## config.mk

```make
export PLATFORM = sky130hd
export DESIGN_NAME = afc_codec
export DESIGN_NICKNAME = d
export VERILOG_FILES = /design/src/shared/afc_pkg.sv /design/src/design/afc_codec.sv
export SDC_FILE = /design/constraint.sdc
export NUM_CORES = 2
export LEC_CHECK = 0
export BUFFER_PORTS_ARGS = -buffer_cell sky130_fd_sc_hd__buf_4
export CAP_MARGIN = 20
export CORE_ASPECT_RATIO = 0.75
export CORE_MARGIN = 2
export CORE_UTILIZATION = 60
export DETAILED_ROUTE_END_ITERATION = 16
export PLACE_DENSITY = 0.79
export RECOVER_POWER = 100
export SYNTH_ARGS = -nofsm -noshare
export SYNTH_HDL_FRONTEND = slang
export SYNTH_SLANG_ARGS = --single-unit
```

## constraint.sdc

```tcl
create_clock -name pclk -period 6.4 [get_ports pclk]
set_clock_uncertainty 0.15 [all_clocks]
set_input_delay 1.28 -clock pclk [delete_from_list [all_inputs] [get_ports pclk]]
set_output_delay 1.28 -clock pclk [all_outputs]
set_load 0.01 [all_outputs]
```

## src/shared/afc_pkg.sv

```systemverilog
// Constants, carrier structs and state types of the serial frame codec.
// Assumes a 50 MHz pclk and byte-wide streams on both the host and radio sides.
package afc_pkg;
	localparam logic [11:0] ADDR_CTRL  = 12'h000;
	localparam logic [11:0] ADDR_SP    = 12'h004;
	localparam logic [11:0] ADDR_STAT  = 12'h008;
	localparam int          CTRL_COMMIT = 4;
	localparam logic [1:0]  MODE_TRANS = 2'h0;
	localparam logic [1:0]  MODE_API   = 2'h1;
	localparam logic [1:0]  MODE_ESC   = 2'h2;
	localparam logic [7:0]  DELIM      = 8'h7e;
	localparam logic [7:0]  ESC        = 8'h7d;
	localparam logic [7:0]  XON        = 8'h11;
	localparam logic [7:0]  XOFF       = 8'h13;
	localparam logic [7:0]  ESC_XOR    = 8'h20;
	localparam logic [7:0]  CK_OK      = 8'hff;
	localparam logic [7:0]  K_TX64     = 8'h00;
	localparam logic [7:0]  K_TX16     = 8'h01;
	localparam logic [7:0]  K_CMD      = 8'h08;
	localparam logic [7:0]  K_QCMD     = 8'h09;
	localparam logic [7:0]  K_RCMD     = 8'h17;
	localparam logic [7:0]  K_RX64     = 8'h80;
	localparam logic [7:0]  K_RX16     = 8'h81;
	localparam logic [7:0]  K_IO64     = 8'h82;
	localparam logic [7:0]  K_CRSP     = 8'h88;
	localparam logic [7:0]  K_TXST     = 8'h89;
	localparam logic [7:0]  K_MST      = 8'h8a;
	localparam logic [7:0]  K_RRSP     = 8'h97;
	localparam logic [15:0] CMD_COMMIT = 16'h4143;
	localparam logic [7:0]  STAT_OK    = 8'h00;
	localparam logic [1:0]  ST_OK      = 2'h0;
	localparam logic [1:0]  ST_BCALT   = 2'h2;
	localparam logic [1:0]  ST_TIMEOUT = 2'h3;
	localparam int          BUF_N      = 64;
	localparam logic [15:0] BUF_LEN    = 16'h0040;
	localparam int          OB_N       = 9;
	localparam logic [15:0] RD_LEN     = 16'h0009;
	localparam logic [15:0] WR_LEN     = 16'h0005;
	localparam int          TICK_MS    = 10;
	localparam int          CLK_HZ     = 50000000;
	localparam int          TICK_CYC   = TICK_MS * (CLK_HZ / 1000);
	localparam logic [18:0] TO_NUM     = 19'h00005;

	typedef struct packed {
		logic       valid;
		logic       last;
		logic [7:0] data;
	} afc_byte_t;
	typedef struct packed {
		logic        valid;
		logic        src64;
		logic        io;
		logic        remote;
		logic [15:0] len;
		logic [7:0]  data;
	} afc_rrx_t;
	typedef struct packed {
		logic       valid;
		logic       bcast;
		logic [1:0] status;
		logic [7:0] fid;
	} afc_txd_t;
	typedef struct packed {
		logic       valid;
		logic [7:0] code;
	} afc_mst_t;
	typedef struct packed {
		logic        wr;
		logic        apply;
		logic [15:0] name;
		logic [31:0] val;
	} afc_par_t;

	typedef enum logic [1:0] {R_HUNT = 2'b00, R_LH = 2'b01, R_DATA = 2'b10, R_CK = 2'b11} afc_rx_t;
	typedef enum logic [1:0] {D_IDLE = 2'b00, D_GO = 2'b01, D_RSP = 2'b10, D_RADIO = 2'b11} afc_d_t;
	typedef enum logic [2:0] {T_IDLE = 3'b000, T_DELIM = 3'b001, T_LH = 3'b010, T_LL = 3'b011,
		T_BODY = 3'b100, T_CK = 3'b101} afc_tx_t;

	typedef struct packed {
		logic [1:0]                mode;
		logic [15:0]               sp;
		afc_rx_t                   rs;
		logic                      rlo;
		logic                      resc;
		logic [15:0]               rlen;
		logic [15:0]               ridx;
		logic [7:0]                rsum;
		logic [BUF_N-1:0][7:0]     buff;
		afc_d_t                    ds;
		logic [15:0]               didx;
		afc_tx_t                   ts;
		logic                      tradio;
		logic                      tesc;
		logic [15:0]               tlen;
		logic [15:0]               tidx;
		logic [7:0]                tsum;
		logic [OB_N-1:0][7:0]      ob;
		afc_byte_t                 hout;
		afc_byte_t                 rtx;
		afc_par_t                  par;
		logic                      pend;
		logic                      abort;
		logic                      ts_pend;
		logic [7:0]                ts_fid;
		logic [1:0]                ts_code;
		logic                      ms_pend;
		logic [7:0]                ms_code;
		logic                      to_pend;
		logic [7:0]                to_fid;
		logic [18:0]               tick;
		logic [18:0]               ticks;
		logic [7:0]                good;
		logic [7:0]                bad;
		logic                      rok;
		logic [31:0]               prdata;
	} afc_st_t;

	function automatic logic need_esc(logic [7:0] b);
		return b == DELIM || b == ESC || b == XON || b == XOFF;
	endfunction
endpackage

```

## src/design/afc_codec.sv

```systemverilog
// Serial frame codec: transparent pass-through or delimited, checksummed frames between host and radio.
// Assumes a UART and a radio datapath on pclk outside, both speaking byte streams with valid and ready.
//
// Design decisions made here: the APB slave port and the register offsets.
`timescale 1ns/10ps
module afc_codec #(
	parameter int TICK_CYC = afc_pkg::TICK_CYC
) (
	input  logic               pclk,
	input  logic               presetn,
	input  logic               ce,
	input  logic               psel,
	input  logic               penable,
	input  logic               pwrite,
	input  logic [11:0]        paddr,
	input  logic [31:0]        pwdata,
	output logic [31:0]        prdata,
	output logic               pready,
	output logic               pslverr,
	input  afc_pkg::afc_byte_t hin,
	output logic               hin_ready,
	output afc_pkg::afc_byte_t hout,
	input  logic               hout_ready,
	output afc_pkg::afc_byte_t rtx,
	input  logic               rtx_ready,
	input  afc_pkg::afc_rrx_t  rrx,
	output logic               rrx_ready,
	input  afc_pkg::afc_txd_t  txdone,
	input  afc_pkg::afc_mst_t  mstat,
	input  logic               ind_pending,
	input  logic [7:0]         ind_fid,
	output logic               ind_abort,
	output afc_pkg::afc_par_t  par,
	input  logic [31:0]        par_rd_data
);
	localparam logic [18:0] TICK_LAST = 19'(TICK_CYC - 1);

	afc_pkg::afc_st_t s, n;
	logic        otake, rtake, hin_rdy, rrx_rdy, wr_hit, rx_tok, esc_now, src_ok, go, rdq;
	logic [7:0]  rx_v, rx_ck, kind, cur;
	logic [18:0] to_limit;

	assign wr_hit = psel && penable && pwrite && pready;
	assign kind   = s.buff[0];
	// Length bytes are unescaped like payload bytes: the unescaped rx_v, not the raw byte value, decides.
	assign rx_v   = s.resc ? hin.data ^ afc_pkg::ESC_XOR : hin.data;
	assign rx_tok = !(s.mode == afc_pkg::MODE_ESC && (hin.data == afc_pkg::DELIM
		|| (hin.data == afc_pkg::ESC && !s.resc)));
	assign rx_ck  = s.rsum + rx_v;
	assign to_limit = 19'(({3'h0, s.sp} * afc_pkg::TO_NUM) >> 1);

	always_comb begin
		n = s;
		n.par.wr = 1'b0;
		n.par.apply = 1'b0;
		n.abort = 1'b0;
		otake = !s.hout.valid || hout_ready;
		rtake = !s.rtx.valid || rtx_ready;
		hin_rdy = 1'b0;
		rrx_rdy = 1'b0;
		esc_now = 1'b0;
		src_ok = 1'b1;
		go = 1'b0;
		rdq = s.rlen <= 16'h0004;
		cur = afc_pkg::DELIM;
		if (otake) n.hout.valid = 1'b0;
		if (rtake) n.rtx.valid = 1'b0;

		if (s.mode == afc_pkg::MODE_TRANS) begin
			hin_rdy = rtake;
			if (hin.valid && rtake) n.rtx = '{1'b1, 1'b1, hin.data};
			rrx_rdy = otake;
			if (rrx.valid && otake) n.hout = '{1'b1, 1'b0, rrx.data};
		end else begin
			// The frame buffer is single: the host is held off while a frame is dispatched.
			hin_rdy = s.ds == afc_pkg::D_IDLE;
			if (hin.valid && hin_rdy) begin
				if (s.mode == afc_pkg::MODE_ESC && hin.data == afc_pkg::DELIM) begin
					if (s.rs != afc_pkg::R_HUNT) n.bad = s.bad + 8'h01;
					n.rs = afc_pkg::R_LH;
					n.rlo = 1'b0;
					n.resc = 1'b0;
				end else if (s.rs == afc_pkg::R_HUNT) begin
					if (hin.data == afc_pkg::DELIM) begin
						n.rs = afc_pkg::R_LH;
						n.rlo = 1'b0;
					end
				end else if (!rx_tok) begin
					n.resc = 1'b1;
				end else begin
					n.resc = 1'b0;
					case (s.rs)
						afc_pkg::R_LH: begin
							n.rlo = 1'b1;
							if (!s.rlo) begin
								n.rlen[15:8] = rx_v;
							end else begin
								n.rlen[7:0] = rx_v;
								n.ridx = 16'h0000;
								n.rsum = 8'h00;
								n.rs = afc_pkg::R_DATA;
								if ({s.rlen[15:8], rx_v} == 16'h0000 || {s.rlen[15:8], rx_v} > afc_pkg::BUF_LEN) begin
									n.rs = afc_pkg::R_HUNT;
									n.bad = s.bad + 8'h01;
								end
							end
						end
						afc_pkg::R_DATA: begin
							n.buff[s.ridx[5:0]] = rx_v;
							n.rsum = rx_ck;
							n.ridx = s.ridx + 16'h0001;
							if (n.ridx == s.rlen) n.rs = afc_pkg::R_CK;
						end
						afc_pkg::R_CK: begin
							n.rs = afc_pkg::R_HUNT;
							if (rx_ck == afc_pkg::CK_OK) begin
								n.ds = afc_pkg::D_GO;
								n.good = s.good + 8'h01;
							end else begin
								n.bad = s.bad + 8'h01;
							end
						end
						default: n.rs = afc_pkg::R_HUNT;
					endcase
				end
			end

			case (s.ds)
				afc_pkg::D_GO: begin
					n.ds = afc_pkg::D_IDLE;
					n.didx = 16'h0000;
					case (kind)
						afc_pkg::K_TX64, afc_pkg::K_TX16, afc_pkg::K_RCMD: n.ds = afc_pkg::D_RADIO;
						afc_pkg::K_CMD, afc_pkg::K_QCMD: begin
							n.ds = afc_pkg::D_RSP;
							n.par.name = {s.buff[2], s.buff[3]};
							n.par.wr = !rdq;
							n.par.val = 32'h00000000;
							for (int i = 4; i < 8; i++) begin
								if (16'(i) < s.rlen) n.par.val = {n.par.val[23:0], s.buff[i]};
							end
							if (kind == afc_pkg::K_CMD || n.par.name == afc_pkg::CMD_COMMIT) begin
								n.par.apply = 1'b1;
								n.pend = 1'b0;
							end else if (!rdq) begin
								n.pend = 1'b1;
							end
						end
						default: n.ds = afc_pkg::D_IDLE;
					endcase
				end
				afc_pkg::D_RSP: begin
					// The read value is sampled here, one cycle after the name went out.
					if (s.ts == afc_pkg::T_IDLE) begin
						n.ob[0] = afc_pkg::K_CRSP;
						n.ob[1] = s.buff[1];
						n.ob[2] = s.buff[2];
						n.ob[3] = s.buff[3];
						n.ob[4] = afc_pkg::STAT_OK;
						n.ob[5] = par_rd_data[31:24];
						n.ob[6] = par_rd_data[23:16];
						n.ob[7] = par_rd_data[15:8];
						n.ob[8] = par_rd_data[7:0];
						n.tlen = rdq ? afc_pkg::RD_LEN : afc_pkg::WR_LEN;
						n.tradio = 1'b0;
						n.ds = afc_pkg::D_IDLE;
						go = 1'b1;
					end
				end
				afc_pkg::D_RADIO: begin
					if (rtake) begin
						n.rtx = '{1'b1, s.didx + 16'h0001 == s.rlen, s.buff[s.didx[5:0]]};
						n.didx = s.didx + 16'h0001;
						if (n.rtx.last) n.ds = afc_pkg::D_IDLE;
					end
				end
				default: ;
			endcase

			if (s.ts == afc_pkg::T_IDLE) begin
				if (s.ds != afc_pkg::D_RSP) begin
					n.tradio = 1'b0;
					go = 1'b1;
					if (s.to_pend) begin
						n.to_pend = 1'b0;
						n.ob[0] = afc_pkg::K_TXST;
						n.ob[1] = s.to_fid;
						n.ob[2] = {6'h00, afc_pkg::ST_TIMEOUT};
						n.tlen = 16'h0003;
					end else if (s.ts_pend) begin
						n.ts_pend = 1'b0;
						n.ob[0] = afc_pkg::K_TXST;
						n.ob[1] = s.ts_fid;
						n.ob[2] = {6'h00, s.ts_code};
						n.tlen = 16'h0003;
					end else if (s.ms_pend) begin
						n.ms_pend = 1'b0;
						n.ob[0] = afc_pkg::K_MST;
						n.ob[1] = s.ms_code;
						n.tlen = 16'h0002;
					end else if (rrx.valid) begin
						n.ob[0] = rrx.remote ? afc_pkg::K_RRSP : !rrx.src64 ? afc_pkg::K_RX16
							: rrx.io ? afc_pkg::K_IO64 : afc_pkg::K_RX64;
						n.tlen = rrx.len + 16'h0001;
						n.tradio = 1'b1;
					end else begin
						go = 1'b0;
					end
				end
			end else if (otake) begin
				case (s.ts)
					afc_pkg::T_LH: cur = s.tlen[15:8];
					afc_pkg::T_LL: cur = s.tlen[7:0];
					afc_pkg::T_BODY: cur = (s.tradio && s.tidx != 16'h0000) ? rrx.data : s.ob[s.tidx[3:0]];
					afc_pkg::T_CK: cur = afc_pkg::CK_OK - s.tsum;
					default: cur = afc_pkg::DELIM;
				endcase
				src_ok = !(s.ts == afc_pkg::T_BODY && s.tradio && s.tidx != 16'h0000) || rrx.valid;
				esc_now = s.mode == afc_pkg::MODE_ESC && s.ts != afc_pkg::T_DELIM && afc_pkg::need_esc(cur)
					&& !s.tesc;
				if (src_ok) begin
					n.hout.valid = 1'b1;
					n.hout.last = 1'b0;
					if (esc_now) begin
						n.hout.data = afc_pkg::ESC;
						n.tesc = 1'b1;
					end else begin
						n.hout.data = s.tesc ? cur ^ afc_pkg::ESC_XOR : cur;
						n.tesc = 1'b0;
						case (s.ts)
							afc_pkg::T_DELIM: n.ts = afc_pkg::T_LH;
							afc_pkg::T_LH: n.ts = afc_pkg::T_LL;
							afc_pkg::T_LL: n.ts = afc_pkg::T_BODY;
							afc_pkg::T_BODY: begin
								rrx_rdy = s.tradio && s.tidx != 16'h0000;
								n.tsum = s.tsum + cur;
								n.tidx = s.tidx + 16'h0001;
								if (n.tidx == s.tlen) n.ts = afc_pkg::T_CK;
							end
							default: begin
								n.hout.last = 1'b1;
								n.ts = afc_pkg::T_IDLE;
							end
						endcase
					end
				end
			end
			if (go) begin
				n.ts = afc_pkg::T_DELIM;
				n.tidx = 16'h0000;
				n.tsum = 8'h00;
				n.tesc = 1'b0;
			end
		end

		// The long timeout is counted in 10 ms ticks so the counters stay narrow.
		if (ind_pending && s.sp != 16'h0000) begin
			n.tick = s.tick + 19'h00001;
			if (s.tick == TICK_LAST) begin
				n.tick = 19'h00000;
				n.ticks = s.ticks + 19'h00001;
			end
			if (s.ticks >= to_limit) begin
				n.to_pend = 1'b1;
				n.to_fid = ind_fid;
				n.abort = 1'b1;
				n.tick = 19'h00000;
				n.ticks = 19'h00000;
			end
		end else begin
			n.tick = 19'h00000;
			n.ticks = 19'h00000;
		end

		// Event capture sits last so an arrival beats the clear of the same cycle.
		if (txdone.valid) begin
			n.ts_pend = 1'b1;
			n.ts_fid = txdone.fid;
			n.ts_code = (txdone.bcast && txdone.status != afc_pkg::ST_BCALT) ? afc_pkg::ST_OK : txdone.status;
		end
		if (mstat.valid) begin
			n.ms_pend = 1'b1;
			n.ms_code = mstat.code;
		end

		n.rok = psel && !(penable && s.rok);
		if (psel) begin
			case (paddr)
				afc_pkg::ADDR_CTRL: n.prdata = {30'h00000000, s.mode};
				afc_pkg::ADDR_SP: n.prdata = {16'h0000, s.sp};
				afc_pkg::ADDR_STAT: n.prdata = {8'h00, s.bad, s.good, 5'h00, s.ts != afc_pkg::T_IDLE,
					s.rs != afc_pkg::R_HUNT, s.pend};
				default: n.prdata = 32'h00000000;
			endcase
		end
		if (wr_hit) begin
			case (paddr)
				afc_pkg::ADDR_CTRL: begin
					// A mode change abandons any half-seen or half-sent frame.
					if (pwdata[1:0] <= afc_pkg::MODE_ESC && pwdata[1:0] != s.mode) begin
						n.mode = pwdata[1:0];
						n.rs = afc_pkg::R_HUNT;
						n.ds = afc_pkg::D_IDLE;
						n.ts = afc_pkg::T_IDLE;
						n.resc = 1'b0;
					end
					if (pwdata[afc_pkg::CTRL_COMMIT]) begin
						n.par.apply = 1'b1;
						n.pend = 1'b0;
					end
				end
				afc_pkg::ADDR_SP: n.sp = pwdata[15:0];
				default: ;
			endcase
		end
	end

	always_ff @(posedge pclk or negedge presetn) begin
		if (!presetn) begin
			s <= '0;
		end else if (ce) begin
			s <= n;
		end
	end

	assign hin_ready = ce && hin_rdy;
	assign rrx_ready = ce && rrx_rdy;
	assign pready    = ce && s.rok;
	assign pslverr   = psel && penable && paddr != afc_pkg::ADDR_CTRL && paddr != afc_pkg::ADDR_SP
		&& paddr != afc_pkg::ADDR_STAT;
	assign prdata    = s.prdata;
	assign hout      = s.hout;
	assign rtx       = s.rtx;
	assign par       = s.par;
	assign ind_abort = s.abort;
endmodule // afc_codec

```

; Word-level counts from Yosys, hierarchy flattened
; Cells that the tools add are included.
[word_totals]
output_inout_bits = 107
ff_bits = 889
[op_classes]
add_sub_neg = 11
n_reduce_logical = 97
mux = 182
multipliers = 1
n_lt_le_gt_ge = 12
n_eq_ne = 57
bitwise_logic = 7
[ops]
columns = cell, count
row1 = $mux W554, 2
row2 = $mux W691, 1
row3 = $mux W558, 1
row4 = $mux W555, 1
row5 = $bwmux W512, 1
row6 = $mux W512, 1
row7 = $mux W32, 10
row8 = $mux W24, 9
row9 = $mux W8, 21
row10 = $mux W16, 10
row11 = $mux W51, 3
row12 = $mux W72, 2
row13 = $mux W38, 2
row14 = $pmux W24 S3, 1
row15 = $mux W10, 7
row16 = $add A16 B1 Y16 const B, 4
row17 = $lt A3 B16 Y1 const A, 4
row18 = $mux W1, 60
row19 = $bmux W8 S6, 1
row20 = $demux W8 S6, 1
row21 = $eq A16 B16 Y1, 3
row22 = $pmux W24 S2, 1
row23 = $mux W47, 1
row24 = $add A19 B1 Y19 const B, 2
row25 = other kinds (73), 218

; Longest topological paths before layout
[logic_depth]
depth_word = 22
mapped_depth = 22
ltp_nobuf = 20

; Worst setup path before layout
; OpenSTA, ideal clock, no wires.
[synth_path]
path_type = reg-to-output
start = reg s[268] (netlist name)
end = out rrx_ready
arrival_ps = 3352
setup_slack_ps = 1618
stages_incl_launch_ff = 15
path_buffers = 4
required_time_ps = 4970
cell_sequence = dfrtp_1 buf_2 buf_1 inv_1 ha_1 nor4b_4 a41oi_4 nand2b_4 buf_6 o31ai_2 or4_4 a2111oi_4 buf_6 or3_1 a21oi_1
[synth_between]
elab_chain_cells = 19
word_cells_on_any_way = 28
classes_between = eq/ne: 4 / mux: 13 / reduce/logical: 11
[synth_rtl]
columns = element, line_no
row1 = start: declaration, afc_codec.sv:38  ; afc_pkg::afc_st_t s, n;
row2 = start signal: assignment, afc_codec.sv:322  ; s <= n;
row3 = $bmux W8 S4 or $reduce_bool A16 Y1 (tied branches), "afc_codec.sv:214, afc_codec.sv:218, afc_codec.sv:235"
row4 = $mux W8 (not written as such) or $logic_and A1 B1 Y1 (tied branches), "afc_codec.sv:214, afc_codec.sv:235"
row5 = $mux W8, afc_codec.sv:214  ; afc_pkg::T_BODY: cur = (s.tradio && s.tidx != 16'h0000) ? rrx.data : s.ob[s.tidx[3:0]];
row6 = $pmux W8 S4, afc_codec.sv:211  ; case (s.ts)
row7 = $mux W8, afc_codec.sv:210  ; end else if (otake) begin
row8 = $mux W8, afc_codec.sv:180  ; if (s.ts == afc_pkg::T_IDLE) begin
row9 = $mux W8, afc_codec.sv:69  ; if (s.mode == afc_pkg::MODE_TRANS) begin
row10 = $eq A8 B7 Y1, afc_pkg.sv:119  ; return b == DELIM || b == ESC || b == XON || b == XOFF;
row11 = $logic_or A1 B1 Y1 (3 in a row), afc_pkg.sv:119
row12 = $logic_and A1 B1 Y1, afc_codec.sv:219  ; esc_now = s.mode == afc_pkg::MODE_ESC && s.ts != afc_pkg::T_DELIM && afc_pkg::need_esc(cur)
row13 = $logic_and A1 B1 Y1, afc_codec.sv:220  ; && !s.tesc;
row14 = $mux W1, afc_codec.sv:224  ; if (esc_now) begin
row15 = $mux W1 (*), afc_codec.sv:221  ; if (src_ok) begin
row16 = $mux W1 (*), afc_codec.sv:210
row17 = $mux W1 (*), afc_codec.sv:180
row18 = $mux W1 (*), afc_codec.sv:69
row19 = $logic_and A1 B1 Y1 (*), afc_codec.sv:327  ; assign rrx_ready = ce && rrx_rdy;
row20 = end: declaration, afc_codec.sv:27  ; output logic rrx_ready,
; Mark *: on every way between the ends. The rest lies on a longest branch, timed or not. The select of a mux whose other input is x is not followed.

; Worst setup path in the final report
[layout_path]
start = reg s[271] (netlist name)
end = out rrx_ready
; Same word-level chain as after synthesis.

==> impl_results.md <==
* Status: complete, but fails checks
* Violated checks: capacitance limit, slew limit
* Die width at 322 um
* Hold Vio Cnt, Final at 0
* Hold-fix buffers, CTS at 0
* Htree depth at 3
* Setup violations, final at 0
* Met1 Wirelength at between 50 and 60 mm
* Post-synth top area share at 48.4%
* Synth Instances at about 3900
* FF+latch count, synth at 881
* Xor/xnor share of the synthesized area at between 2 and 3%
* Metal3 WL at approximately 11 mm
* Predominant post-synthesis flop cell: dfrtp_1
* Tcrit/Tclk final at 94.0%
* Initial drt markers at a little under 4000
* Max-slew violation count at 418
* Worst-path clk slew at 0.07 ns
* Number of remaining DRC errors at 0
* Met2 WL post-DR at 54.1 mm
* Post-route setup TNS at 0 ns
* Placement Rows at 87
* Area leader, netlist: dfrtp_1
* Full die area at about 0.08 mm^2
* CP required at 4.97 ns
* Simple-Gate Fraction of Synth Area at a little over a tenth
* # IOs at 259
* Clk buf depth at 3
* Drt pass-1 iters at 5
* Core Box Area at between 0.07 and 0.08 mm^2
* Critical Path AT at roughly 4.6 ns
* Layout Cells excl Fill at 4993
* Setup CP Type: register to primary output
* Tmin final at around 6 ns
* Post-synth top cells: 881 x dfrtp_1, 493 x mux2_2, 390 x nand2_1
* Adder-Cell Fraction of Synth Area at 2.17%
* Initial Util at 60.6%
* Compound-Gate Fraction of Synth Area at under 10%
* GPL Wtd Cong at 0.943
* Vias in the first global route at 32200
* CTS tree: done
* Post-CTS Setup Bufs at 0
* Sequential area share after synthesis at 48.4%
* Fraction of registers with async set/reset at 100%
* Routed wire length at 120 mm
* Area Growth Syn to Fin at 8.63%
* DR WL/cell at 24.1 um
* Clk root buf: clkbuf_16
* Synth area leaders: dfrtp_1 48%, mux2_2 12%, mux4_2 8.5%
* Post-synth EDFFs at 0
* Antenna violations before repair at 4
* Clock Latency Late Sink at about 0.67 ns
* Port Buffers at roughly 230
* Pin count of the biggest net entering global routing at 157
* Dominant cell by count in the synthesized netlist: dfrtp_1
* Syn_area_per_cell at 11.6 um^2
* Pwr Density at about 230 mW/mm^2
* RSZ-0062 raised after global routing: false
* # fillers at 5580
* Cts repair resizes at 0
* Mapped cell area at about 0.046 mm^2
* Setup ws final at 0.383 ns
* Die Ht at 243 um
* Setup crit start kind: register
* Synth warn at 0
* Max_cap viols at 11
* GRT Resource Usage Total at 30.8%
* Placed Instances at 4841
* TritonCTS buffer count at 83
* Worst slew margin at -210%
* Leakage at roughly 23 nW
* Critical path peak fanout at 25
* HPWL after detailed placement at 78.3 mm
* Netlist cell types at 88
* Worst Hold Class: register to register
* Mux share of post-synthesis cell area at approximately 22%
* Placement Setup Slack at 0.845 ns
* Worst-Margin Slew at 4.65 ns
* Avg Vias per Cell at around 6.5
* Clock sink count at 881
* Uppermost layer routed: met5
* Vias at approximately 33000
* Peak VDD IR at 0.229 mV
* F_max at 166 MHz
* Largest family of logic cells by synthesized area: multiplexers
* Layout Nets at ~4200
* First-pass GRT wire length at 188 mm
* Final ANT Viol Nets at 0
* Layout cells sized above 1 at between 20% and 30%
* Gr ovfl total at 0
* CP Capture Type: primary output
## stage by stage
stage | hold WS (ns) | area (um^2) | power (mW) | utilization [%]
2_1_floorplan | 0.284 | 45600 | 6.05 | -
3_3_place_gp | 0.304 | 47300 | 6.36 | 63.0
3_5_place_dp | 0.305 | 47300 | 6.36 | 63.0
4_1_cts | 0.323 | 50100 | 11.4 | 66.7
5_1_grt | 0.345 | 49500 | 11.7 | 65.8
6_report | 0.322 | 49500 | 11.4 | 65.9
## worst max-delay path, stage by stage (launching register included)
cell and delay [ns]:
dfrtp_1 1.12, clkinv_1 0.58, a22o_1 0.35, a21oi_1 0.30, o21ai_2 0.18, or4_1 0.60
a2111oi_4 0.35, or3_1 0.16, a21oi_1 0.11, clkbuf_1 0.16
## final timing paths
kind,slack (ns),end,depth (start not counted),startpoint
worst max-delay path,0.38,rrx_ready,9,s[271]
worst min-delay path,0.32,s[48],1,s[48]
worst max register to register,0.45,hout[1],9,s[271]
worst min register to register,0.32,s[48],1,s[48]
max in group asynchronous,1.10,s[853],1,presetn
min in group asynchronous,2.37,s[894],1,presetn
## per-layer routing
layer	GRT usage, %	vias up
met5	0	-
met4	8.77	4
met3	6.86	243
met2	45.6	1460
met1	46.0	16600
li1	-	14200
## area by class of cell
cell class	count	area, um^2	area share, %
diodes	2	5.00	0.0101
clock inverters	27	360	0.729
clock buffers	121	2420	4.90
well taps	979	1220	2.48
inverters	55	206	0.417
multi-input cells	2641	21400	43.2
flip-flops and latches	881	22100	44.6
repair buffers	287	1800	3.64
## cell families after synthesis
group,after synthesis
multiplexers,736
AO/OA/AOI/OAI,656
flip-flops,881
buffers and inverters,404
AND/OR/NAND/NOR,1015
XOR/XNOR,149
other,1
adder cells (fa/ha/maj),77
## power by group
group / switching (mW) / total (mW) / internal (mW)
registers: 0.0505 / 5.66 / 5.61
clock network: 2.25 / 5.10 / 2.85
logic: 0.394 / 0.588 / 0.194
## layout by cell type, fill, tap and decap left out, types with 21 or more instances in the layout
| cell type | netlist | final |
|---|---|---|
| nor3_1 | 64 | 87 |
| nor4_1 | 25 | 25 |
| o31ai_1 | 34 | 34 |
| inv_1 | 51 | 51 |
| and3_1 | 34 | 34 |
| nand2_1 | 390 | 389 |
| o21ai_0 | 201 | 211 |
| xor2_1 | 58 | 58 |
| mux2_1 | 30 | 44 |
| mux4_2 | 171 | 171 |
| nand4_1 | 32 | 32 |
| mux2_2 | 493 | 479 |
| clkbuf_1 | 194 | 138 |
| nand2b_1 | 29 | 29 |
| buf_4 | 104 | 154 |
| a21oi_1 | 178 | 178 |
| nand3_1 | 66 | 65 |
| ha_1 | 74 | 74 |
| a31oi_1 | 29 | 29 |
| nor2_1 | 206 | 229 |
| a22oi_1 | 26 | 26 |
| nor2b_1 | 21 | 21 |
| mux2i_1 | 42 | 42 |
| clkbuf_16 | 0 | 85 |
| dfrtp_1 | 881 | 879 |
| a22o_1 | 30 | 30 |
| xnor2_1 | 90 | 89 |
Note: power is estimated with default switching activity, not from simulation.
